===== config.mk =====
export PLATFORM = sky130hd
export DESIGN_NAME = sdadc_host
export DESIGN_NICKNAME = d
export VERILOG_FILES = /design/src/sdadc_host_pkg.sv /design/src/sdadc_host.sv
export VERILOG_INCLUDE_DIRS = /design/src
export SDC_FILE = /design/constraint.sdc
export NUM_CORES = 1
export LEC_CHECK = 0
export BUFFER_PORTS_ARGS = -buffer_cell sky130_fd_sc_hd__buf_4
export CORE_MARGIN = 10
export CORE_UTILIZATION = 47
export CTS_BUF_LIST = sky130_fd_sc_hd__clkbuf_8
export DETAILED_ROUTE_END_ITERATION = 16
export GPL_TIMING_DRIVEN = 0
export HOLD_SLACK_MARGIN = 0.02
export PLACE_DENSITY = 0.66
export SYNTH_ARGS = -nofsm -noshare
export SYNTH_HDL_FRONTEND = slang
export SYNTH_SLANG_ARGS = --single-unit

===== constraint.sdc =====
create_clock -name clk -period 2.9 [get_ports clk]
set_input_delay 0 -clock clk [delete_from_list [all_inputs] [get_ports clk]]
set_output_delay 0 -clock clk [all_outputs]
set_load 0.05 [all_outputs]

===== src/sdadc_host_regs.svh =====
`ifndef SDADC_HOST_REGS_SVH
`define SDADC_HOST_REGS_SVH
// ****************************************
// Register map of the host controller.
// ****************************************
`define ADDR_CTRL 8'h00
`define ADDR_CMD 8'h04
`define ADDR_WDATA 8'h08
`define ADDR_RDATA 8'h0C
`define ADDR_STAT 8'h10
// Control register fields.
`define CTRL_THREE_WIRE 0
`define CTRL_RESET 32'h0000_0000
// Command register fields.
`define CMD_COMM_HI 7
`define CMD_COMM_LO 0
`define CMD_NB_HI 9
`define CMD_NB_LO 8
`define CMD_READ 10
`define CMD_SKIP 11
`define CMD_IFRST 12
`define CMD_WAIT 13
// Status register fields.
`define STAT_BUSY 0
`define STAT_RDY 1
`define STAT_DONE 2
// ****************************************
// Link timing and counts.
// ****************************************
`define SCLK_HALF 3'h4
`define DIV_ZERO 3'h0
`define DIV_ONE 3'h1
`define RESET_ONES 6'h20
`define COMM_BITS 6'h08
`define BYTE_BITS 6'h08
`define CNT_ZERO 6'h00
`define CNT_ONE 6'h01
`define NB_SHIFT 5'h08
`define ZERO32 32'h0000_0000
`define ONES32 32'hFFFF_FFFF
`endif


===== src/sdadc_host_pkg.sv =====
`default_nettype none
package sdadc_host_pkg;
   // Sequencer states of the serial host.
   typedef enum logic [1:0] {
      ST_IDLE = 2'b00,
      ST_WAIT = 2'b01,
      ST_SHIFT = 2'b10,
      ST_GAP = 2'b11
   } state_t;
endpackage
`default_nettype wire


===== src/sdadc_host.sv =====
`timescale 1ns/1ns
`default_nettype none
`include "sdadc_host_regs.svh"
module sdadc_host
   import sdadc_host_pkg::*;
(
   input wire logic clk,
   input wire logic rst,
   input wire logic ce,
   input wire logic [7:0] addr,
   input wire logic [31:0] wdata,
   input wire logic wr,
   input wire logic rd,
   output logic [31:0] rdata,
   output logic cs_n,
   output logic sclk,
   output logic din,
   input wire logic dout_rdy
);
   // ****************************************
   // Shared-line input filter.
   // ****************************************
   logic s1_q, s2_q, s3_q, rdy_q;
   logic s1_d, s2_d, s3_d, rdy_d;

   // The line is accepted only once the last two stages agree, which hides a
   // metastable or glitching first stage from the sequencer.
   always_comb begin
      s1_d = dout_rdy;
      s2_d = s1_q;
      s3_d = s2_q;
      rdy_d = (s2_q == s3_q) ? s3_q : rdy_q;
   end

   always_ff @(posedge clk) begin
      if (rst) begin
         s1_q <= 1'b1;
         s2_q <= 1'b1;
         s3_q <= 1'b1;
         rdy_q <= 1'b1;
      end else if (ce) begin
         s1_q <= s1_d;
         s2_q <= s2_d;
         s3_q <= s3_d;
         rdy_q <= rdy_d;
      end
   end

   // ****************************************
   // Registers and frame sequencer.
   // ****************************************
   state_t state_q, state_d;
   logic three_wire_q, three_wire_d;
   logic [31:0] wbuf_q, wbuf_d;
   logic [31:0] tx_q, tx_d;
   logic [31:0] rx_q, rx_d;
   logic [23:0] res_q, res_d;
   logic [1:0] nb_q, nb_d;
   logic [5:0] cnt_q, cnt_d;
   logic [5:0] total_q, total_d;
   logic [2:0] div_q, div_d;
   logic wait_q, wait_d;
   logic ifrst_q, ifrst_d;
   logic done_q, done_d;
   logic cs_n_q, cs_n_d;
   logic sclk_q, sclk_d;
   logic din_q, din_d;
   logic [31:0] rdata_q, rdata_d;
   logic start;
   logic [1:0] c_nb;
   logic c_skip;
   logic c_rst;
   logic [5:0] c_total;
   logic [23:0] c_data;
   logic [4:0] c_sh;

   assign c_nb = wdata[`CMD_NB_HI:`CMD_NB_LO];
   assign c_skip = wdata[`CMD_SKIP];
   assign c_rst = wdata[`CMD_IFRST];
   assign c_sh = 5'(`NB_SHIFT * (5'h3 - {3'h0, c_nb}));
   assign c_data = wbuf_q[23:0] << c_sh;
   // The interface reset is a plain run of ones; a command byte is prepended
   // to everything else unless continuous read lets the host skip it.
   assign c_total = c_rst ? `RESET_ONES :
      6'((c_skip ? `CNT_ZERO : `COMM_BITS) + `BYTE_BITS * {4'h0, c_nb});
   // Commands arriving while busy, or with nothing to shift, are dropped.
   assign start = wr && (addr == `ADDR_CMD) && (state_q == ST_IDLE) &&
      (c_total != `CNT_ZERO);

   // Next state of the bus registers and of the serial frame.
   always_comb begin
      state_d = state_q;
      three_wire_d = three_wire_q;
      wbuf_d = wbuf_q;
      tx_d = tx_q;
      rx_d = rx_q;
      res_d = res_q;
      nb_d = nb_q;
      cnt_d = cnt_q;
      total_d = total_q;
      div_d = div_q;
      wait_d = wait_q;
      ifrst_d = ifrst_q;
      done_d = done_q;
      cs_n_d = cs_n_q;
      sclk_d = sclk_q;
      din_d = din_q;
      rdata_d = `ZERO32;
      // Reading status clears the done flag; a completion in the same cycle
      // sets it again further down, so the event is never lost.
      if (rd) begin
         case (addr)
            `ADDR_CTRL: rdata_d = {31'h0, three_wire_q};
            `ADDR_WDATA: rdata_d = wbuf_q;
            `ADDR_RDATA: rdata_d = {8'h00, res_q};
            `ADDR_STAT: begin
               rdata_d = {29'h0, done_q, rdy_q, state_q != ST_IDLE};
               done_d = 1'b0;
            end
            default: rdata_d = `ZERO32;
         endcase
      end
      if (wr && addr == `ADDR_CTRL) begin
         three_wire_d = wdata[`CTRL_THREE_WIRE];
      end
      if (wr && addr == `ADDR_WDATA) begin
         wbuf_d = wdata;
      end
      case (state_q)
         ST_IDLE: begin
            sclk_d = 1'b1;
            din_d = 1'b0;
            if (start) begin
               // Unless skipped or a reset, the command byte leads, then the data bytes, MSB first.
               if (c_rst) begin
                  tx_d = `ONES32;
               end else if (c_skip) begin
                  tx_d = {c_data, 8'h00};
               end else begin
                  tx_d = {wdata[`CMD_COMM_HI:`CMD_COMM_LO], c_data};
               end
               nb_d = c_nb;
               total_d = c_total;
               ifrst_d = c_rst;
               wait_d = wdata[`CMD_WAIT] && !c_rst;
               cnt_d = `CNT_ZERO;
               div_d = `DIV_ZERO;
               rx_d = `ZERO32;
               cs_n_d = 1'b0;
               state_d = (wdata[`CMD_WAIT] && !c_rst) ? ST_WAIT : ST_SHIFT;
            end
         end
         ST_WAIT: begin
            // Starting right as ready falls leaves the most time before the
            // next update overwrites the word.
            if (!rdy_q) begin
               div_d = `DIV_ZERO;
               state_d = ST_SHIFT;
            end
         end
         ST_SHIFT: begin
            // The clock runs only inside the frame; the device would accept
            // a free-running one too.
            div_d = div_q + `DIV_ONE;
            if (div_q == `SCLK_HALF - `DIV_ONE) begin
               div_d = `DIV_ZERO;
               sclk_d = !sclk_q;
               if (sclk_q) begin
                  din_d = tx_q[31];
                  tx_d = {tx_q[30:0], 1'b0};
               end else begin
                  // The synchroniser's agreeing stages already hold the bit that
                  // the device launched at the fall half a period ago. The
                  // registered level would still show the bit before it.
                  rx_d = {rx_q[30:0], rdy_d};
                  cnt_d = cnt_q + `CNT_ONE;
                  if (cnt_q + `CNT_ONE == total_q) begin
                     state_d = ST_GAP;
                  end
               end
            end
         end
         ST_GAP: begin
            din_d = 1'b0;
            cs_n_d = 1'b1;
            div_d = div_q + `DIV_ONE;
            if (div_q == `SCLK_HALF - `DIV_ONE) begin
               div_d = `DIV_ZERO;
               done_d = 1'b1;
               state_d = ST_IDLE;
               case (nb_q)
                  2'h1: res_d = {16'h0000, rx_q[7:0]};
                  2'h2: res_d = {8'h00, rx_q[15:0]};
                  2'h3: res_d = rx_q[23:0];
                  default: res_d = res_q;
               endcase
            end
         end
         default: state_d = ST_IDLE;
      endcase
      // Three-line mode ties the select low for good.
      if (three_wire_d) begin
         cs_n_d = 1'b0;
      end else if (state_d == ST_IDLE) begin
         cs_n_d = 1'b1;
      end
   end

   always_ff @(posedge clk) begin
      if (rst) begin
         state_q <= ST_IDLE;
         three_wire_q <= 1'b0;
         wbuf_q <= `ZERO32;
         tx_q <= `ZERO32;
         rx_q <= `ZERO32;
         res_q <= 24'h000000;
         nb_q <= 2'h0;
         cnt_q <= `CNT_ZERO;
         total_q <= `CNT_ZERO;
         div_q <= `DIV_ZERO;
         wait_q <= 1'b0;
         ifrst_q <= 1'b0;
         done_q <= 1'b0;
         cs_n_q <= 1'b1;
         sclk_q <= 1'b1;
         din_q <= 1'b0;
         rdata_q <= `ZERO32;
      end else if (ce) begin
         state_q <= state_d;
         three_wire_q <= three_wire_d;
         wbuf_q <= wbuf_d;
         tx_q <= tx_d;
         rx_q <= rx_d;
         res_q <= res_d;
         nb_q <= nb_d;
         cnt_q <= cnt_d;
         total_q <= total_d;
         div_q <= div_d;
         wait_q <= wait_d;
         ifrst_q <= ifrst_d;
         done_q <= done_d;
         cs_n_q <= cs_n_d;
         sclk_q <= sclk_d;
         din_q <= din_d;
         rdata_q <= rdata_d;
      end
   end

   assign rdata = rdata_q;
   assign cs_n = cs_n_q;
   assign sclk = sclk_q;
   assign din = din_q;
endmodule
`default_nettype wire


==> summary.md <==
| Metric | Value |
|---|---|
| Outcome | finished clean |
| Worst Path Buf+Inv | 4 |
| CP startpoint kind | register |
| Residual DRC count | 0 |
| Die area | 22300 um2 |
| Vias per cell | 5.60 |
| Cells after Synth | about 950 |
| Main flop type after synthesis | dfxtp_1 |
| Syn nets | around 1000 |
| Post-CTS Setup Bufs | 0 |
| Maximum VDD drop | ~0.28 mV |
| GRT Residual Overflow | 0 |
| Commonest non-fill, non-tap cells in the layout | nand2_1, dfxtp_1, nor2_1 |
| Clk sinks | approximately 170 |
| Crit path time final | 2.68 ns |
| Inserted Diodes | 0 |
| Final Hold Fails | 0 |
| Vias | ~7300 |
| Yosys warns | 0 |
| Gpl congestion | between 0.9 and 1 |
| DRT Pass-1 Iters | 5 |
| Reg clk slew, reported paths | roughly 0.09 ns |
| Final wirelength | 24200 um |
| DP Wirelength | 17600 um |
| Per-cell routed wire length | 18.5 um |
| Critical Path Max Stage Delay | 0.52 ns |
| Crit path DAT | 3.07 ns |
| CTS tree | built |
| P per Cell Area | 477 nW/um2 |
| Type of the most critical hold path | input port to register |
| Yosys top cell area share | 0.430 |
| Critical Path Start | state_q[0] |
| Leakage power | 3.46 nW |
| Share of layout cells above drive strength 1 | 0.157 |
| Slew HR | 0.144 |
| CTS resizes | 0 |
| CTS Hold Buffers Added | 32 |
| Seq/Total Area, Yosys | 0.430 |
| Most common cell after layout, fill and taps aside | nand2_1 |
| # setup viols final | 0 |
| GRT Total Usage | 0.215 |
| Antenna viol nets, final | 0 |
| Slowest cell on the critical path | nor3_1 |
| First-pass GRT wire length | 38300 um |
| Final nets | around 1100 |
| Io pins | 81 |
| Crit. End Element | register |
| Post-synthesis cell type count | 56 |
| Max Freq | 373 MHz |
| Skew final | 0.0163 ns |
| Area leader, netlist | dfxtp_1 |
| Clock Latency Late Sink | 0.47 ns |
| RSZ-0062 raised after global routing | false |
| Hold Slack | 0.0778 ns |
| Layout Utilization | 0.572 |
| RR Startpoint | state_q[0] |
| Initial antenna violation count | 0 |
| Core Footprint | 16500 um2 |
| Worst Path Required | 3.29 ns |
| Fin crit share | 0.925 |
| Chip Width | roughly 150 um |
| Synth area leaders | dfxtp_1, nand2_1, a22oi_1 |
| H-tree levels | 4 |
| CTS buffer count | 17 |
| Max Slew Vio Count | 0 |
| Die height | between 100 and 150 um |
| Worst slew pin tran | 1.27 ns |
| Non-Filler Instances | 1310 |
| Max cap viols | 0 |
| Peak fanout along the critical path | 10 |
| Initial Util | 0.476 |
| Finished Cell Area | 9450 um2 |
| PortBufs | 79 |
| Largest net degree at the start of global routing | 17 |
| Kind of critical path | register to register |
| 1st-iter DRT viols | 672 |
| Cell family with most CP delay | buffers and inverters |
| CP Cell Sequence | inv_1 > ha_1 > clkinv_1 > nor3_1 > and3_1 > clkbuf_1 > buf_2 > nand2_1 > a31oi_1 |
| Post-Syn Area | 7870 um2 |
| Number of enable flip-flop cells after synthesis | 0 |
| Async S/R FF share, synth | 0 |
| Number of synthesized register bits | 169 |
| Root buffer selected by CTS | clkbuf_8 |
| Syn_area_per_cell | 8.31 um2 |
| Vias in the first global route | 6880 |
| Power Total | 4.50 mW |
| P&R area growth vs syn | 20.1% |
| Dpl cells | 1246 |
| Critical hold path startpoint | wdata[8] |
| Placed cell area | 8740 um2 |
| Clk buf depth | 2 |
| # rows | 47 |
==> cells in the mapped netlist (all sizes together) (4+ instances only) <==
master / number
mux2i: 35
inv: 7
a221oi: 17
nor4: 4
xnor2: 5
nand3: 13
a21oi: 101
o211ai: 15
mux2: 29
o221ai: 10
buf: 17
o21ai: 21
nand2: 173
a31oi: 4
nor3: 8
nor2b: 5
nand2b: 12
clkbuf: 60
a22oi: 74
dfxtp: 169
and3: 5
a211o: 4
nor2: 112
ha: 9
nand3b: 4
==> state kept, by name (all words and copies together) (netlist names), 2 cells and up <==
register / cells
state_q: 2
wbuf_q: 32
cnt_q: 6
div_q: 3
total_q: 3
res_q: 24
rdata: 32
nb_q: 2
tx_q: 32
rx_q: 24
==> metal layers <==
metal,GRT usage,up-vias,wire length (um)
met1,0.299,3470,11700
met2,0.319,213,10500
met5,0,-,0
met4,0.0780,0,486
met3,0.0485,35,1470
li1,-,3617,-
==> report_power, final <==
group / leakage [nW] / total, mW / switching, mW / internal [mW]
registers: 1.36 / 2.37 / 0.0190 / 2.35
logic: 1.90 / 0.484 / 0.295 / 0.189
clock network: 0.191 / 1.66 / 0.934 / 0.722
total: 3.46 / 4.50 / 1.25 / 3.26
==> path summary, 6_finish.rpt <==
kind	to	slack, ns	depth (start not counted)
worst max-delay path	cnt_q[4]	0.22	9
worst min-delay path	total_q[3]	0.08	4
worst max register to register	cnt_q[4]	0.22	9
worst min register to register	tx_q[11]	0.46	2
==> stage by stage <==
| step | setup TNS [ns] | setup slack [ns] |
|---|---|---|
| after floorplan | 0 | 0.788 |
| after global placement | -0.0409 | -0.0216 |
| after detailed placement | -0.267 | -0.0373 |
| after CTS | 0 | 0.261 |
| after global routing | 0 | 0.00396 |
| final | 0 | 0.218 |
==> cell families after synthesis <==
logic type | synth area share
adder cells (fa/ha/maj) | 0.0156
XOR/XNOR | 0.00779
AND/OR/NAND/NOR | 0.187
AO/OA/AOI/OAI | 0.226
flip-flops | 0.430
multiplexers | 0.0860
buffers and inverters | 0.0477
==> worst reg2reg max path, stage by stage (launching register included) <==
cell	delay [ns]
dfxtp_1	0.38
inv_1	0.14
ha_1	0.27
clkinv_1	0.26
nor3_1	0.52
and3_1	0.23
clkbuf_1	0.28
buf_2	0.30
nand2_1	0.08
a31oi_1	0.16
==> cell type report <==
cell class	instances	area, um2
fill	1548	7080
multi-input combinational	692	4110
sequential	169	3380
timing repair buffer	111	913
buffer	77	342
tap	220	275
clock buffer	18	248
clock inverter	14	143
inverter	9	33.8
Power figures use the tool's default switching activity.
